`config.mk`:
```
export PLATFORM = sky130hd
export DESIGN_NAME = det_remote_dac
export DESIGN_NICKNAME = d
export VERILOG_FILES = /design/src/dummy_end.sv /design/src/dac_cmd_pkg.sv /design/src/det_remote_dac.sv /design/src/cmd_fifo.sv
export SDC_FILE = /design/constraint.sdc
export NUM_CORES = 2
export LEC_CHECK = 0
export BUFFER_PORTS_ARGS = -buffer_cell sky130_fd_sc_hd__clkbuf_2
export CAP_MARGIN = 20
export CORE_MARGIN = 2
export CORE_UTILIZATION = 25
export CTS_CLUSTER_SIZE = 14
export DETAILED_ROUTE_END_ITERATION = 16
export GPL_ROUTABILITY_DRIVEN = 0
export PLACE_DENSITY = 0.46
export REMOVE_ABC_BUFFERS = 1
export SLEW_MARGIN = 20
export SYNTH_ARGS = -nofsm -noshare
export SYNTH_HDL_FRONTEND = slang
export SYNTH_SLANG_ARGS = --single-unit
```
`constraint.sdc`:
```
create_clock -name pclk -period 21.8 [get_ports pclk]
set_clock_uncertainty 0.1 [all_clocks]
set_input_delay 2.18 -clock pclk [delete_from_list [all_inputs] [get_ports pclk]]
set_output_delay 2.18 -clock pclk [all_outputs]
set_load 0.02 [all_outputs]
```
`src/dummy_end.sv`:
```
// Intentionally empty compilation unit
`default_nettype none
`default_nettype wire

```
`src/dac_cmd_pkg.sv`:
```
// Shared constants and types for the remote command and DAC update block
`default_nettype none
package dac_cmd_pkg;
  // Timing
  localparam int CLK_HZ       = 250_000_000;
  localparam int BASE_RATE_HZ = 4000;
  localparam int TICK_CYCLES  = CLK_HZ / BASE_RATE_HZ;

  // Register map, byte addresses
  localparam logic [7:0] ADDR_CTRL   = 8'h00;
  localparam logic [7:0] ADDR_STATUS = 8'h04;
  localparam logic [7:0] ADDR_CMD    = 8'h08;

  // Control fields
  localparam int CTRL_W         = 7;
  localparam int CTRL_OMODE_LSB = 0;
  localparam int CTRL_PMODE_LSB = 2;
  localparam int CTRL_RANGE_LSB = 4;
  localparam int CTRL_MENU_BIT  = 6;
  localparam logic [CTRL_W-1:0] CTRL_RESET = 7'h00;

  // Status fields
  localparam int STAT_BUSY_BIT  = 0;
  localparam int STAT_REJ_BIT   = 1;
  localparam int STAT_LEVEL_LSB = 8;

  // Function numbers
  localparam logic [7:0] FN_READBACK   = 8'h0F;
  localparam logic [7:0] FN_GAIN_FIRST = 8'h10;
  localparam logic [7:0] FN_GAIN_LAST  = 8'h1B;
  localparam logic [7:0] FN_FIX_FIRST  = 8'h1C;
  localparam logic [7:0] FN_FIX_LAST   = 8'h1F;
  localparam logic [7:0] FN_OFFS_FIRST = 8'h20;
  localparam logic [7:0] FN_OFFS_LAST  = 8'h2B;

  // Readback selectors carried in the first data byte
  localparam logic [7:0] RB_GAIN_F1 = 8'h04;
  localparam logic [7:0] RB_GAIN_F2 = 8'h05;
  localparam logic [7:0] RB_GAIN_F3 = 8'h06;
  localparam logic [7:0] RB_FIX     = 8'h08;
  localparam logic [7:0] RB_OFFS_F1 = 8'h0C;
  localparam logic [7:0] RB_OFFS_F2 = 8'h0D;
  localparam logic [7:0] RB_OFFS_F3 = 8'h0E;
  localparam logic [7:0] RB_FIELD   = 8'h10;

  // Value widths, limits and reset values
  localparam int PARAM_W = 21;
  localparam int FIELD_W = 14;
  localparam int NCORR   = 12;
  localparam int NDAC    = 12;
  localparam int DAC_W   = 12;
  localparam int SAMP_W  = 16;
  localparam logic [20:0] GAIN_MAX   = 21'h0F4240;
  localparam logic [19:0] OFFS_MAX   = 20'h186A0;
  localparam logic [20:0] GAIN_RESET = 21'h030D40;
  localparam logic [20:0] OFFS_RESET = 21'h000000;
  localparam logic [7:0]  FIX_RESET  = 8'h00;
  localparam logic [11:0] DAC_MID    = 12'h800;
  localparam int FIFO_DEPTH = 16;

  typedef enum logic [1:0] {OM_ANGLE, OM_VLEN, OM_VANG, OM_RSVD} omode_t;
  typedef enum logic [1:0] {
    single_channel_processing,
    two_channel_processing,
    four_channel_processing,
    PM_RSVD
  } pmode_t;
  typedef enum {ST_FUNC, ST_DATA, ST_APPLY, ST_SEND} cmd_state_t;
endpackage : dac_cmd_pkg
`default_nettype wire

```
`src/det_remote_dac.sv`:
```
// Remote command interpreter, correction store and DAC update scheduler
//
// Behaviour
// - Readback selector 14 sends four 21-bit offset values of frequency 3.
// - Readback selector 16 sends the three 14-bit field voltage values.
// - Field voltages are fixed at build time; no command writes them.
// - Functions 16..27 write one gain value from four bytes, MSB first.
// - Gain values range 0..5.0, carried as value times 200000.
// - Functions 28..31 write one fixed gain from two bytes, upper first.
// - Functions 32..43 write one offset value from four bytes, MSB first.
// - Offsets span -100000..100000 in sign-magnitude, sign in top bit.
// - Twelve 12-bit DAC codes update from mode-selected results.
// - No DAC update while menu is active or a command executes.
// - Angle mode updates one, two or four channels at 4, 2, 1 kHz.
// - Vector length mode outputs three lengths per processed channel.
// - Vector angle mode outputs three angles per processed channel.
// - Vector lengths are scaled so the dominant vector fills the range.
// - Vector angles map minus pi to plus pi onto the full span.
// - DAC span select follows the output range setting.
`default_nettype none
module det_remote_dac #(
  parameter int          TICK_PERIOD = dac_cmd_pkg::TICK_CYCLES,
  parameter logic [13:0] FIELD_F1    = 14'h2000,
  parameter logic [13:0] FIELD_F2    = 14'h2000,
  parameter logic [13:0] FIELD_F3    = 14'h2000
) (
  input  wire logic          pclk,
  input  wire logic          presetn,
  input  wire logic          psel,
  input  wire logic          penable,
  input  wire logic          pwrite,
  input  wire logic [7:0]    paddr,
  input  wire logic [31:0]   pwdata,
  output logic [31:0]        prdata,
  output logic               pready,
  output logic               pslverr,
  input  wire logic [95:0]   angle_in,
  input  wire logic [191:0]  vlen_in,
  input  wire logic [191:0]  vang_in,
  output logic [143:0]       dac_code,
  output logic               dac_update,
  output logic [1:0]         dac_range,
  output logic [251:0]       gain_corr,
  output logic [251:0]       offset_corr,
  output logic [31:0]        fixed_gain,
  output logic               resp_valid,
  output logic               resp_first,
  output logic [20:0]        resp_data,
  output logic               cmd_busy
);
  import dac_cmd_pkg::*;

  localparam int TW = $clog2(TICK_PERIOD);
  localparam logic [TW-1:0] TICK_LAST = TW'(TICK_PERIOD - 1);

  logic [CTRL_W-1:0] ctrl;
  logic              reject;
  logic              fifo_in_ready;
  logic              fifo_out_valid;
  logic              fifo_out_ready;
  logic [7:0]        fifo_data;
  logic [4:0]        fifo_level;
  cmd_state_t        state;
  logic [7:0]        func;
  logic [2:0]        need;
  logic [31:0]       asm_val;
  logic [1:0]        word;
  logic [2:0]        rb_len;
  logic [20:0]       rb_word;
  logic              bad_apply;
  logic              bad_func;

  wire omode_t om = omode_t'(ctrl[CTRL_OMODE_LSB +: 2]);
  wire pmode_t pm = pmode_t'(ctrl[CTRL_PMODE_LSB +: 2]);
  wire logic   menu = ctrl[CTRL_MENU_BIT];

  // APB slave; pready waits while a command write would overflow the FIFO
  wire logic is_cmd   = (paddr == ADDR_CMD);
  wire logic mapped   = (paddr == ADDR_CTRL) | (paddr == ADDR_STATUS) |
                        is_cmd;
  wire logic finish   = psel & penable & pready;
  wire logic stall    = pwrite & is_cmd & ~fifo_in_ready;
  wire logic wr_ctrl  = finish & pwrite & (paddr == ADDR_CTRL);
  wire logic wr_stat  = finish & pwrite & (paddr == ADDR_STATUS);

  always_ff @(posedge pclk or negedge presetn) begin
    if (!presetn) begin
      pready  <= 1'b0;
      pslverr <= 1'b0;
      prdata  <= 32'h00000000;
    end else begin
      pready <= psel & penable & ~pready & ~stall;
      if (psel & penable & ~pready & ~stall) begin
        pslverr <= ~mapped;
        prdata  <= 32'h00000000;
        if (!pwrite && paddr == ADDR_CTRL) begin
          prdata[CTRL_W-1:0] <= ctrl;
        end else if (!pwrite && paddr == ADDR_STATUS) begin
          prdata[STAT_BUSY_BIT] <= cmd_busy;
          prdata[STAT_REJ_BIT]  <= reject;
          prdata[STAT_LEVEL_LSB +: 5] <= fifo_level;
        end
      end
    end
  end

  always_ff @(posedge pclk or negedge presetn) begin
    if (!presetn) begin
      ctrl <= CTRL_RESET;
    end else if (wr_ctrl) begin
      ctrl <= pwdata[CTRL_W-1:0];
    end
  end

  // Set wins over a software clear in the same cycle
  always_ff @(posedge pclk or negedge presetn) begin
    if (!presetn) begin
      reject <= 1'b0;
    end else if (bad_apply | bad_func) begin
      reject <= 1'b1;
    end else if (wr_stat & pwdata[STAT_REJ_BIT]) begin
      reject <= 1'b0;
    end
  end

  cmd_fifo #(
    .WIDTH (8),
    .DEPTH (FIFO_DEPTH)
  ) u_fifo (
    .pclk      (pclk),
    .presetn   (presetn),
    .in_valid  (finish & pwrite & is_cmd),
    .in_ready  (fifo_in_ready),
    .in_data   (pwdata[7:0]),
    .out_valid (fifo_out_valid),
    .out_ready (fifo_out_ready),
    .out_data  (fifo_data),
    .level     (fifo_level)
  );

  function automatic logic [2:0] data_bytes(input logic [7:0] fn);
    if (fn == FN_READBACK) begin
      return 3'd1;
    end else if (fn >= FN_GAIN_FIRST && fn <= FN_GAIN_LAST) begin
      return 3'd4;
    end else if (fn >= FN_FIX_FIRST && fn <= FN_FIX_LAST) begin
      return 3'd2;
    end else if (fn >= FN_OFFS_FIRST && fn <= FN_OFFS_LAST) begin
      return 3'd4;
    end
    return 3'd0;
  endfunction : data_bytes

  assign fifo_out_ready = fifo_out_valid &
                          (state == ST_FUNC || state == ST_DATA);
  assign bad_func = (state == ST_FUNC) & fifo_out_ready &
                    (data_bytes(fifo_data) == 3'd0);

  // Command sequencer: function byte, data bytes, apply, optional packet
  always_ff @(posedge pclk or negedge presetn) begin
    if (!presetn) begin
      state   <= ST_FUNC;
      func    <= 8'h00;
      need    <= 3'd0;
      asm_val <= 32'h00000000;
      word    <= 2'd0;
    end else begin
      case (state)
        ST_FUNC: begin
          if (fifo_out_ready && data_bytes(fifo_data) != 3'd0) begin
            func    <= fifo_data;
            need    <= data_bytes(fifo_data);
            asm_val <= 32'h00000000;
            state   <= ST_DATA;
          end
        end
        ST_DATA: begin
          if (fifo_out_ready) begin
            asm_val <= {asm_val[23:0], fifo_data};
            need    <= need - 3'd1;
            if (need == 3'd1) begin
              state <= ST_APPLY;
            end
          end
        end
        ST_APPLY: begin
          word  <= 2'd0;
          state <= (func == FN_READBACK && rb_len != 3'd0) ? ST_SEND
                                                          : ST_FUNC;
        end
        ST_SEND: begin
          word <= word + 2'd1;
          if ({1'b0, word} == rb_len - 3'd1) begin
            state <= ST_FUNC;
          end
        end
        default: state <= ST_FUNC;
      endcase
    end
  end

  // Limit checks on the fully assembled value
  wire logic is_gain = func >= FN_GAIN_FIRST && func <= FN_GAIN_LAST;
  wire logic is_fix  = func >= FN_FIX_FIRST && func <= FN_FIX_LAST;
  wire logic is_offs = func >= FN_OFFS_FIRST && func <= FN_OFFS_LAST;
  wire logic gain_ok = asm_val[31:21] == 11'h000 &&
                       asm_val[20:0] <= GAIN_MAX;
  wire logic fix_ok  = asm_val[15:8] == 8'h00;
  wire logic offs_ok = asm_val[30:20] == 11'h000 &&
                       asm_val[19:0] <= OFFS_MAX;
  wire logic [3:0] gidx = 4'(func - FN_GAIN_FIRST);
  wire logic [3:0] oidx = 4'(func - FN_OFFS_FIRST);
  wire logic [1:0] fidx = 2'(func - FN_FIX_FIRST);
  wire logic applying = (state == ST_APPLY);

  assign bad_apply = applying &
                     ((is_gain & ~gain_ok) | (is_fix & ~fix_ok) |
                      (is_offs & ~offs_ok) |
                      (func == FN_READBACK & rb_len == 3'd0));

  // Stores change only in the apply state, never mid-assembly
  always_ff @(posedge pclk or negedge presetn) begin
    if (!presetn) begin
      gain_corr   <= {NCORR{GAIN_RESET}};
      offset_corr <= {NCORR{OFFS_RESET}};
      fixed_gain  <= {4{FIX_RESET}};
    end else if (applying) begin
      if (is_gain && gain_ok) begin
        gain_corr[gidx*PARAM_W +: PARAM_W] <= asm_val[20:0];
      end
      if (is_fix && fix_ok) begin
        fixed_gain[fidx*8 +: 8] <= asm_val[7:0];
      end
      if (is_offs && offs_ok) begin
        offset_corr[oidx*PARAM_W +: PARAM_W] <=
          {asm_val[31], asm_val[19:0]};
      end
    end
  end

  // Readback packet selection; index is channel*3 + frequency
  always_comb begin
    rb_len  = 3'd0;
    rb_word = 21'h000000;
    case (asm_val[7:0])
      RB_GAIN_F1, RB_GAIN_F2, RB_GAIN_F3: begin
        rb_len  = 3'd4;
        rb_word = gain_corr[(word*3 + asm_val[1:0])*PARAM_W +: PARAM_W];
      end
      RB_FIX: begin
        rb_len  = 3'd4;
        rb_word = {13'h0000, fixed_gain[word*8 +: 8]};
      end
      RB_OFFS_F1, RB_OFFS_F2, RB_OFFS_F3: begin
        rb_len  = 3'd4;
        rb_word = offset_corr[(word*3 + asm_val[1:0])*PARAM_W +: PARAM_W];
      end
      RB_FIELD: begin
        rb_len = 3'd3;
        case (word)
          2'd0:    rb_word = {7'h00, FIELD_F1};
          2'd1:    rb_word = {7'h00, FIELD_F2};
          default: rb_word = {7'h00, FIELD_F3};
        endcase
      end
      default: begin
        rb_len  = 3'd0;
        rb_word = 21'h000000;
      end
    endcase
  end

  always_ff @(posedge pclk or negedge presetn) begin
    if (!presetn) begin
      resp_valid <= 1'b0;
      resp_first <= 1'b0;
      resp_data  <= 21'h000000;
      cmd_busy   <= 1'b0;
    end else begin
      resp_valid <= (state == ST_SEND);
      resp_first <= (state == ST_SEND) && word == 2'd0;
      resp_data  <= (state == ST_SEND) ? rb_word : 21'h000000;
      cmd_busy   <= (state != ST_FUNC) | fifo_out_valid;
    end
  end

  // Base 4 kHz tick; slower rates come from the phase counter
  logic [TW-1:0] tick_cnt;
  logic [1:0]    phase;
  wire logic tick = (tick_cnt == TICK_LAST);
  wire logic executing = (state != ST_FUNC) | fifo_out_valid;
  wire logic rate_hit = (pm == two_channel_processing) ? ~phase[0] :
                        (pm == four_channel_processing) ?
                        (phase == 2'd0) : 1'b1;
  wire logic do_update = tick & rate_hit & ~menu & ~executing;
  wire logic [2:0] nch = (pm == two_channel_processing) ? 3'd2 :
                         (pm == four_channel_processing) ? 3'd4 : 3'd1;

  always_ff @(posedge pclk or negedge presetn) begin
    if (!presetn) begin
      tick_cnt <= '0;
      phase    <= 2'd0;
    end else begin
      tick_cnt <= tick ? '0 : tick_cnt + 1'b1;
      if (tick) begin
        phase <= phase + 2'd1;
      end
    end
  end

  // Magnitude saturates so that the most negative code cannot overflow
  function automatic logic [15:0] sat(input logic [15:0] v);
    return (v == 16'h8000) ? 16'h8001 : v;
  endfunction : sat

  // Dominant magnitude over processed channels sets a common shift
  logic [14:0] vmax;
  logic [3:0]  vshift;
  always_comb begin
    logic [15:0] s;
    logic [14:0] m;
    s = 16'h0000;
    m = 15'h0000;
    vmax = 15'h0000;
    vshift = 4'd0;
    for (int i = 0; i < NDAC; i++) begin
      s = sat(vlen_in[i*SAMP_W +: SAMP_W]);
      m = s[15] ? 15'(-s) : s[14:0];
      if (i / 3 < int'(nch) && m > vmax) begin
        vmax = m;
      end
    end
    for (int b = 0; b < 15; b++) begin
      if (vmax[b]) begin
        vshift = 4'(14 - b);
      end
    end
  end

  for (genvar d = 0; d < NDAC; d++) begin : g_dac
    wire logic [15:0] lv = sat(vlen_in[d*SAMP_W +: SAMP_W]);
    wire logic [15:0] ls = 16'(lv <<< vshift);
    wire logic [11:0] va = vang_in[d*SAMP_W + 4 +: DAC_W];
    // Only eight angle lanes exist; upper DACs never select one
    wire logic [11:0] av = angle_in[(d % 8)*DAC_W +: DAC_W];
    wire logic ang_on = d < 8 && (d / 2) < int'(nch);
    wire logic vec_on = (d / 3) < int'(nch);
    logic [DAC_W-1:0] code;
    assign dac_code[d*DAC_W +: DAC_W] = code;
    always_ff @(posedge pclk or negedge presetn) begin
      if (!presetn) begin
        code <= DAC_MID;
      end else if (do_update) begin
        if (om == OM_ANGLE && ang_on) begin
          code <= av ^ DAC_MID;
        end else if (om == OM_VLEN && vec_on) begin
          code <= ls[15:4] ^ DAC_MID;
        end else if (om == OM_VANG && vec_on) begin
          code <= va ^ DAC_MID;
        end
      end
    end
  end

  always_ff @(posedge pclk or negedge presetn) begin
    if (!presetn) begin
      dac_update <= 1'b0;
      dac_range  <= 2'd0;
    end else begin
      dac_update <= do_update;
      dac_range  <= ctrl[CTRL_RANGE_LSB +: 2];
    end
  end

  property p_freeze;
    @(posedge pclk) disable iff (!presetn)
    dac_update |-> !$past(menu) && !$past(executing);
  endproperty
  a_freeze: assert property (p_freeze)
    else $error("DAC updated while frozen");

  property p_offs_packet;
    @(posedge pclk) disable iff (!presetn)
    (applying && func == FN_READBACK && asm_val[7:0] == RB_OFFS_F3)
    |=> ##1 resp_valid [*4] ##1 !resp_valid;
  endproperty
  a_offs_packet: assert property (p_offs_packet)
    else $error("Offset readback packet not four words");

  property p_field_packet;
    @(posedge pclk) disable iff (!presetn)
    (applying && func == FN_READBACK && asm_val[7:0] == RB_FIELD)
    |=> ##1 (resp_valid && resp_data == {7'h00, FIELD_F1})
        ##2 (resp_valid && resp_data == {7'h00, FIELD_F3}) ##1 !resp_valid;
  endproperty
  a_field_packet: assert property (p_field_packet)
    else $error("Field voltage packet wrong");

  property p_gain_write;
    @(posedge pclk) disable iff (!presetn)
    (applying && is_gain && gain_ok) |=>
      gain_corr[$past(gidx)*PARAM_W +: PARAM_W] == $past(asm_val[20:0]);
  endproperty
  a_gain_write: assert property (p_gain_write)
    else $error("Gain value not stored");

  property p_gain_stable;
    @(posedge pclk) disable iff (!presetn)
    !$past(applying) |-> $stable(gain_corr) && $stable(offset_corr) &&
                         $stable(fixed_gain);
  endproperty
  a_gain_stable: assert property (p_gain_stable)
    else $error("Store changed outside apply");

  property p_offs_write;
    @(posedge pclk) disable iff (!presetn)
    (applying && is_offs && offs_ok) |=>
      offset_corr[$past(oidx)*PARAM_W +: PARAM_W] ==
      {$past(asm_val[31]), $past(asm_val[19:0])};
  endproperty
  a_offs_write: assert property (p_offs_write)
    else $error("Offset value not stored as sign-magnitude");

  property p_range;
    @(posedge pclk) disable iff (!presetn)
    wr_ctrl |=> ##1 dac_range == $past(pwdata[CTRL_RANGE_LSB +: 2], 2);
  endproperty
  a_range: assert property (p_range)
    else $error("DAC range not following setting");

  property p_vang;
    @(posedge pclk) disable iff (!presetn)
    (do_update && om == OM_VANG) |=>
      dac_code[DAC_W-1:0] == ($past(vang_in[15:4]) ^ DAC_MID);
  endproperty
  a_vang: assert property (p_vang)
    else $error("Vector angle code wrong");

  property p_rate;
    @(posedge pclk) disable iff (!presetn)
    (do_update && pm == four_channel_processing) |-> phase == 2'd0;
  endproperty
  a_rate: assert property (p_rate)
    else $error("Four channel update off its phase");

  c_update: cover property (@(posedge pclk) disable iff (!presetn)
    dac_update && om == OM_VLEN);
  c_field: cover property (@(posedge pclk) disable iff (!presetn)
    resp_first && func == FN_READBACK && asm_val[7:0] == RB_FIELD);
  c_stall: cover property (@(posedge pclk) disable iff (!presetn)
    psel && penable && stall);
  c_reject: cover property (@(posedge pclk) disable iff (!presetn)
    bad_apply);
endmodule : det_remote_dac
`default_nettype wire

```
`src/cmd_fifo.sv`:
```
// Synchronous FIFO with valid/ready on both sides
`default_nettype none
module cmd_fifo #(
  parameter int WIDTH = 8,
  parameter int DEPTH = 16
) (
  input  wire logic                     pclk,
  input  wire logic                     presetn,
  input  wire logic                     in_valid,
  output logic                          in_ready,
  input  wire logic [WIDTH-1:0]         in_data,
  output logic                          out_valid,
  input  wire logic                     out_ready,
  output logic [WIDTH-1:0]              out_data,
  output logic [$clog2(DEPTH+1)-1:0]    level
);
  localparam int AW = $clog2(DEPTH);
  localparam logic [$clog2(DEPTH+1)-1:0] FULL = DEPTH[$clog2(DEPTH+1)-1:0];

  logic [WIDTH-1:0] mem [DEPTH];
  logic [AW-1:0]    wr_ptr;
  logic [AW-1:0]    rd_ptr;
  logic             push;
  logic             pop;

  assign in_ready  = (level != FULL);
  assign out_valid = (level != '0);
  assign push      = in_valid & in_ready;
  assign pop       = out_valid & out_ready;
  assign out_data  = mem[rd_ptr];

  always_ff @(posedge pclk) begin
    if (push) begin
      mem[wr_ptr] <= in_data;
    end
  end

  always_ff @(posedge pclk or negedge presetn) begin
    if (!presetn) begin
      wr_ptr <= '0;
      rd_ptr <= '0;
      level  <= '0;
    end else begin
      if (push) begin
        wr_ptr <= (wr_ptr == AW'(DEPTH - 1)) ? '0 : wr_ptr + 1'b1;
      end
      if (pop) begin
        rd_ptr <= (rd_ptr == AW'(DEPTH - 1)) ? '0 : rd_ptr + 1'b1;
      end
      if (push & ~pop) begin
        level <= level + 1'b1;
      end else if (pop & ~push) begin
        level <= level - 1'b1;
      end
    end
  end
endmodule : cmd_fifo
`default_nettype wire

```
==> Word-level counts from Yosys, hierarchy flattened <==
Memories as Yosys holds them, arrays and structs flattened.
Cells that the tools add are included.
Widths: inputs -> output; s select.
{ "totals": {"ff_bits": 837, "ram_bits": 128, "word_cells": 460, "n_memories": 1} }
{ "op_classes": {"n_addsub": 28, "mul": 4, "magnitude_cmp": 30, "n_eq_ne": 44, "shift": 21, "n_mux": 135, "bitwise": 77, "n_reduce_logical": 84} }
{ "memory_table": {"columns": ["memory", "words", "word_bits", "read_ports", "rd_clocked_by_memory_dff", "write_ports", "line", "text"], "rows": [
  ["u_fifo.mem", 16, 8, 1, 0, 1, "cmd_fifo.sv:20", "logic [WIDTH-1:0] mem [DEPTH];"]
]} }
{ "ops": {"columns": ["op", "n"], "rows": [
  ["$bwmux 252", 2],
  ["$shift 21x34->252 const A", 2],
  ["$shiftx 21x34->252", 2],
  ["$mux 12", 32],
  ["$mux 15", 24],
  ["$shiftx 252x11->21", 1],
  ["$shiftx 252x33->21", 1],
  ["$eq 16x16->1 const B", 13],
  ["$mux 16", 13],
  ["$mux 32", 6],
  ["$sshl 16x4->16", 12],
  ["$neg 15->15", 12],
  ["$gt 15x15->1", 11],
  ["$pmux 32 s4", 1],
  ["$eq 32x2->1 const B", 3],
  ["$pmux 21 s4", 1],
  ["$mux 4", 17],
  ["$neg 9->34", 2],
  ["$eq 32x3->1 const B", 2],
  ["$logic_not 32->1", 2],
  ["$pmux 32 s2", 1],
  ["$eq 8x4->1 const B", 7],
  ["$not 1->1", 44],
  ["$logic_and 1x1->1", 40],
  ["60 further kinds", 172]
]} }

==> Longest topological paths before layout <==
{ "depth": {"word_depth": 59, "depth_mapped": 130, "mapped_depth_nobuf": 110} }

==> Modules after synthesis <==
A second synthesis with hierarchy kept.
{ "hier_totals": {"cells_unflattened": 6413, "hier_area_um2": 61016.0} }
{ "modules_own_cells": {"columns": ["module", "n_inst", "cells_per_inst", "area_each_um2"], "rows": [
  ["det_remote_dac", 1, 6114, 55256.7],
  ["cmd_fifo", 1, 299, 5759.3]
]} }

==> Worst setup path after synthesis <==
Ideal clock, no wire load.
{ "synth_path": {"path_kind": "input to register", "startpoint": "in vlen_in[8]", "endpoint": "reg g_dac[5].code[9]", "setup_ps": 134, "t_arrival_ps": 27816, "path_slack_ps": -6250, "stages": 114, "path_buffers": 22, "cell_sequence": "clkbuf_1 > or4_4 > nor2_2 > a41oi_1 > ha_1 > nand2_1 > o21ai_0 > xor2_1 > ha_1 > a2111o_1 > o221ai_1 > a31o_2 > buf_2 > buf_4 > mux2_2 > ha_1 > nand2_1 > or2_1 > (+78 left out) > o31ai_1 > a21oi_1 > o311ai_1 > o21ai_0 > nor3_1 > o32ai_1 > a31oi_2 > a21oi_2 > a221o_1 > a211oi_2 > nor2_2 > buf_6 > buf_6 > buf_6 > mux2i_1 > o22ai_1 > a2111oi_0 > a21oi_1"} }
{ "synth_between": {"elab_chain_len": 58} }
{ "synth_lines": {"columns": ["element", "line", "text"], "rows": [
  ["start, declared", "det_remote_dac.sv:38", "input wire logic [191:0] vlen_in,"],
  ["$eq 16x16->1", "det_remote_dac.sv:313", "return (v == 16'h8000) ? 16'h8001 : v;"],
  ["$mux 16 *", "det_remote_dac.sv:313", null],
  ["$neg 15->15", "det_remote_dac.sv:328", "m = s[15] ? 15'(-s) : s[14:0];"],
  ["$mux 15 *", "det_remote_dac.sv:328", null],
  ["$gt 15x1->1", "det_remote_dac.sv:329", "if (i / 3 < int'(nch) && m > vmax) begin"],
  ["$logic_and 1x1->1", "det_remote_dac.sv:329", null],
  ["$mux 15 *", "det_remote_dac.sv:329", null],
  ["$gt 15x15->1", "det_remote_dac.sv:329", null],
  ["(+29 left out)", null, null],
  ["$gt 15x15->1", "det_remote_dac.sv:329", null],
  ["$logic_and 1x1->1", "det_remote_dac.sv:329", null],
  ["$mux 15 *", "det_remote_dac.sv:329", null],
  ["$mux 4 (14 in series)", "det_remote_dac.sv:334", "if (vmax[b]) begin"],
  ["$mux 4 *", "det_remote_dac.sv:334", null],
  ["$sshl 16x4->16 *", "det_remote_dac.sv:342", "wire logic [15:0] ls = 16'(lv <<< vshift);"],
  ["$mux 12 *", "det_remote_dac.sv:356", "end else if (om == OM_VLEN && vec_on) begin"],
  ["$mux 12 *", "det_remote_dac.sv:354", "if (om == OM_ANGLE && ang_on) begin"],
  ["end signal, assigned", "det_remote_dac.sv:355", "code <= av ^ DAC_MID;"],
  ["end signal, assigned", "det_remote_dac.sv:357", "code <= ls[15:4] ^ DAC_MID;"],
  ["end signal, assigned", "det_remote_dac.sv:359", "code <= va ^ DAC_MID;"],
  ["end, declared", "det_remote_dac.sv:348", "logic [DAC_W-1:0] code;"]
]} }
Mark *: on every way between the ends. The rest lies on a longest branch, timed or not.
A chain may end at the register's enable or synchronous reset.

==> Worst setup path in the final report <==
{ "layout_path": {"startpoint": "in vlen_in[7]", "endpoint": "reg g_dac[4].code[6]"} }
{ "layout_between": {"elab_chain_len": 58} }
{ "layout_lines": {"columns": ["element", "line"], "rows": [
  ["$eq 16x16->1", "det_remote_dac.sv:313"],
  ["$mux 16 *", "det_remote_dac.sv:313"],
  ["$neg 15->15", "det_remote_dac.sv:328"],
  ["$mux 15 *", "det_remote_dac.sv:328"],
  ["$gt 15x1->1", "det_remote_dac.sv:329"],
  ["$logic_and 1x1->1", "det_remote_dac.sv:329"],
  ["$mux 15 *", "det_remote_dac.sv:329"],
  ["$gt 15x15->1", "det_remote_dac.sv:329"],
  ["(+29 left out)", null],
  ["$gt 15x15->1", "det_remote_dac.sv:329"],
  ["$logic_and 1x1->1", "det_remote_dac.sv:329"],
  ["$mux 15 *", "det_remote_dac.sv:329"],
  ["$mux 4 (14 in series)", "det_remote_dac.sv:334"],
  ["$mux 4 *", "det_remote_dac.sv:334"],
  ["$sshl 16x4->16 *", "det_remote_dac.sv:342"],
  ["$mux 12 *", "det_remote_dac.sv:356"],
  ["$mux 12 *", "det_remote_dac.sv:354"],
  ["end signal, assigned", "det_remote_dac.sv:355"],
  ["end signal, assigned", "det_remote_dac.sv:357"],
  ["end signal, assigned", "det_remote_dac.sv:359"],
  ["end, declared", "det_remote_dac.sv:348"]
]} }
Marks and branches as above.

==> reports/summary.txt <==
Mapped cell area = 60600 µm²
Post-synthesis instance total = 6487
Routed via count = 65.2k
WS Path Type = input port to flip-flop
Largest net degree at the start of global routing = 95
Worst hold start = ctrl[4]$_DFFE_PN0P_
CORE AREA = 241000 µm²
Worst hold slack = 350 ps
Reg clk slew, reported paths = 60 ps
R2R Path Start = ctrl[2]$_DFFE_PN0P_
Slew Limit Fails = 0
Min Tclk post-route = 24980 ps
Synth Area in Compound Gates = 19.9%
Hold Crit Class = flip-flop to flip-flop
Synth Area in Simple Gates = 15.6%
Synth warnings = 0
Die height = 496 µm
RSZ-0062 raised after global routing = yes
NetSw = 3720 µW
Detailed Place HPWL = 282000 µm
Share of cells above drive strength 1 = 42.4%
Async set-or-reset flop fraction in the synthesized netlist = 86.3%
Total grt overflow = 0
Final net count = 9254
Final worst setup slack = -3180 ps
Internal = 5090 µW
# IOs = 1266
CP endpoint kind = flip-flop
Yosys reg bits = 935
TritonCTS buffer count = 110
Peak supply drop = 0.000110 V
Switch share = 42.2%
Lkg Pwr = 0.0387 µW
Die width = 496 µm
Placed Cells = 11.4k
Number of antenna violations at the first check in global routing = 65
Worst slew pin tran = 1230 ps
Antenna viol nets, final = 0
Status = finished, violations left
Pwr dens = 101 nW/µm²
Failing checks = negative setup slack
CTS root buffer = clkbuf_16
Final WL = 369000 µm
Vias per cell = 5.50
Clock power frac = 23.0%
IO Port Bufs = 1173
Combinational share of power = 53.9%
Mux cell area share after synthesis = 13.6%
Initial DRC count = 6132
Finished Layout Cells = 11.8k
Library cells used by synthesis = 110
Post-synthesis adder-cell area fraction = 4.36%
R2R setup slack = 2530 ps
CP startpoint = vlen_in[7]
Relative slew slack = 17.3%
Clk buf depth = 3
First-pass GRT wire length = 506000 µm
Worst path most repeated cell = buf_4
Critical Path Source Type = input port
Slowest stage delay, CP = 560 ps
Clk Latency, worst-skew pair = 820 ps
Pwr Total = 8810 µW
CTS tree = done
Routed WL per cell = 31.1 µm
CTS Sinks = 935
Fin. Hold Viols = 0
Sequential share of power = 23.1%
Post-Place Cell Area = 76600 µm²
Largest family of logic cells by synthesized area = compound AO/OA/AOI/OAI gates
Drc violations = 0
Total Routing Usage GR = 28.8%
Fill cells = 24.5k
Worst Path Required = 22370 ps
Arrival @ worst endpoint = 25550 ps
Commonest cells after routing, fill and taps aside = 1171 x clkbuf_2, 1060 x buf_4, 906 x nand2_1
Num rows = 180
Vias in the first global route = 64.0k
Post-synthesis xor/xnor area fraction = 2.23%
Effective utilization at floorplan = 25.2%
Area grow syn2layout = 43.9%
Syn Area/Cell = 9.34 µm²
Commonest non-fill, non-tap cell in the layout = clkbuf_2
Setup violators final = 144
CP max FO = 8
Slowest stage cell, crit path = or4_4
Die area = 246000 µm²
First drt pass iteration count = 6
Main synth FF type = dfrtp_1
Post-synthesis sequential area ratio = 39.9%
H-tree depth = 3
Post-route cell area = 87100 µm²
Post-synth EDFFs = 128
Setup WS pre-CTS = -6370 ps
Maximum clock frequency = 40.0 MHz
Max-cap violations = 0
Final Cycle Share = 115%
[path summary, 6_finish.rpt]
path / to / depth (start not counted)
max: g_dac[4].code[6]$_DFFE_PN0P_ / 114
min reg2reg: dac_range[0]$_DFF_PN0_ / 0
min in group asynchronous: resp_data[18]$_DFF_PN0_ / 1
max reg2reg: g_dac[4].code[6]$_DFFE_PN0P_ / 89
min: dac_range[0]$_DFF_PN0_ / 0
max in group asynchronous: offset_corr[178]$_DFFE_PN0P_ / 5
[kinds of logic (layout without fill, tap and decap cells)]
logic type,count (synthesis),count (layout)
simple gates,2038,2039
compound gates,1938,1939
flops,935,935
buf+inv,643,2749
mux,569,569
fa+ha+maj,209,209
xor+xnor,154,154
other cells,1,70
[registers in the layout, summed over array words and instances, names as in the netlist, 3 cells and up]
name,cells
tick_cnt,16
ctrl,7
u_fifo.wr_ptr,4
gain_corr,252
u_fifo.rd_ptr,4
u_fifo.level,5
func,8
resp_data,21
offset_corr,252
g_dac.code,144
asm_val,32
u_fifo.mem,128
need,3
prdata,12
fixed_gain,32
[power groups by stage]
stage	Sequential, µW	Clock (µW)	Combinational (µW)
global route	2040	2130	4980
CTS	2030	2070	4460
global placement	2060	0	3830
floorplan	2050	0	2070
finish	2030	2030	4750
detailed placement	2060	0	3840
[metrics by stage]
stage / utilization, % / TNS (ps)
finish: 36.2 / -423570
global route: 36.2 / -550780
CTS: 35.3 / -313880
detailed placement: 31.8 / -828090
global placement: 31.8 / -780320
floorplan: - / -2454350
[worst max-delay path: cells and delay by family]
kind / cells / cell delay (ps)
XOR/XNOR: 1 / 170
AO/OA/AOI/OAI: 48 / 10970
buffers and inverters: 22 / 3240
adder cells (fa/ha/maj): 12 / 3280
multiplexers: 2 / 790
AND/OR/NAND/NOR: 29 / 4810
[layer usage]
| metal | wire [µm] | share of wire, % | GRT usage [%] | vias up |
|---|---|---|---|---|
| li1 | - | - | - | 28114 |
| met1 | 139000 | 38 | 34.4 | 32403 |
| met2 | 170000 | 46 | 46.5 | 3715 |
| met3 | 32000 | 8.7 | 6.66 | 922 |
| met4 | 27000 | 7.3 | 18.4 | 16 |
| met5 | 99 | 0.027 | 0 | - |
[cells in the mapped netlist (all sizes together), types with 15 or more instances]
master	number	area share, %
nand2	957	5.9
o21ai	746	6.2
dfrtp	723	30
a21oi	409	3.4
clkbuf	366	2.3
nor2	366	2.3
mux2i	258	4.3
ha	206	4.3
mux4	191	7.1
inv	148	0.92
buf	128	1.2
edfxtp	128	6.3
mux2	120	2.2
nor3	115	0.98
nand3	106	0.88
xnor2	103	1.5
and2	88	0.91
dfstp	84	3.6
o31ai	80	1.0
and3	71	0.73
a31oi	68	0.72
a211oi	60	0.76
a21o	59	0.73
a221oi	59	0.85
or3	58	0.60
o22ai	54	0.56
xor2	51	0.74
o211ai	50	0.62
a22oi	47	0.58
nor2b	45	0.46
nand2b	43	0.44
nor4	43	0.59
nand4	41	0.42
o41ai	33	0.51
or4	31	0.41
o21a	30	0.37
or2	22	0.23
a2111oi	20	0.30
o221ai	19	0.27
a32oi	18	0.26
a22o	17	0.25
nand3b	15	0.19
[cell type report]
| class | instances | area [µm²] | share of cell area [%] |
|---|---|---|---|
| clock buffers | 162 | 3150 | 3.61 |
| diodes | 50 | 125 | 0.144 |
| multi-input cells | 4930 | 38100 | 43.7 |
| well taps | 3185 | 3990 | 4.57 |
| flip-flops and latches | 935 | 24100 | 27.7 |
| inverters | 149 | 559 | 0.642 |
| repair buffers | 2394 | 16300 | 18.7 |
| clock inverters | 44 | 777 | 0.892 |
[repair_timing]
| item | 4_1_cts | 5_1_grt |
|---|---|---|
| pin swaps | 166 | 144 |
| endpoints found under the setup margin | 144 | 144 |
| gates cloned | 18 | 3 |
| buffers inserted | 151 | 45 |
| hold buffers | 0 | 0 |
| resized for setup | 640 | 325 |
Power figures use the tool's default switching activity.
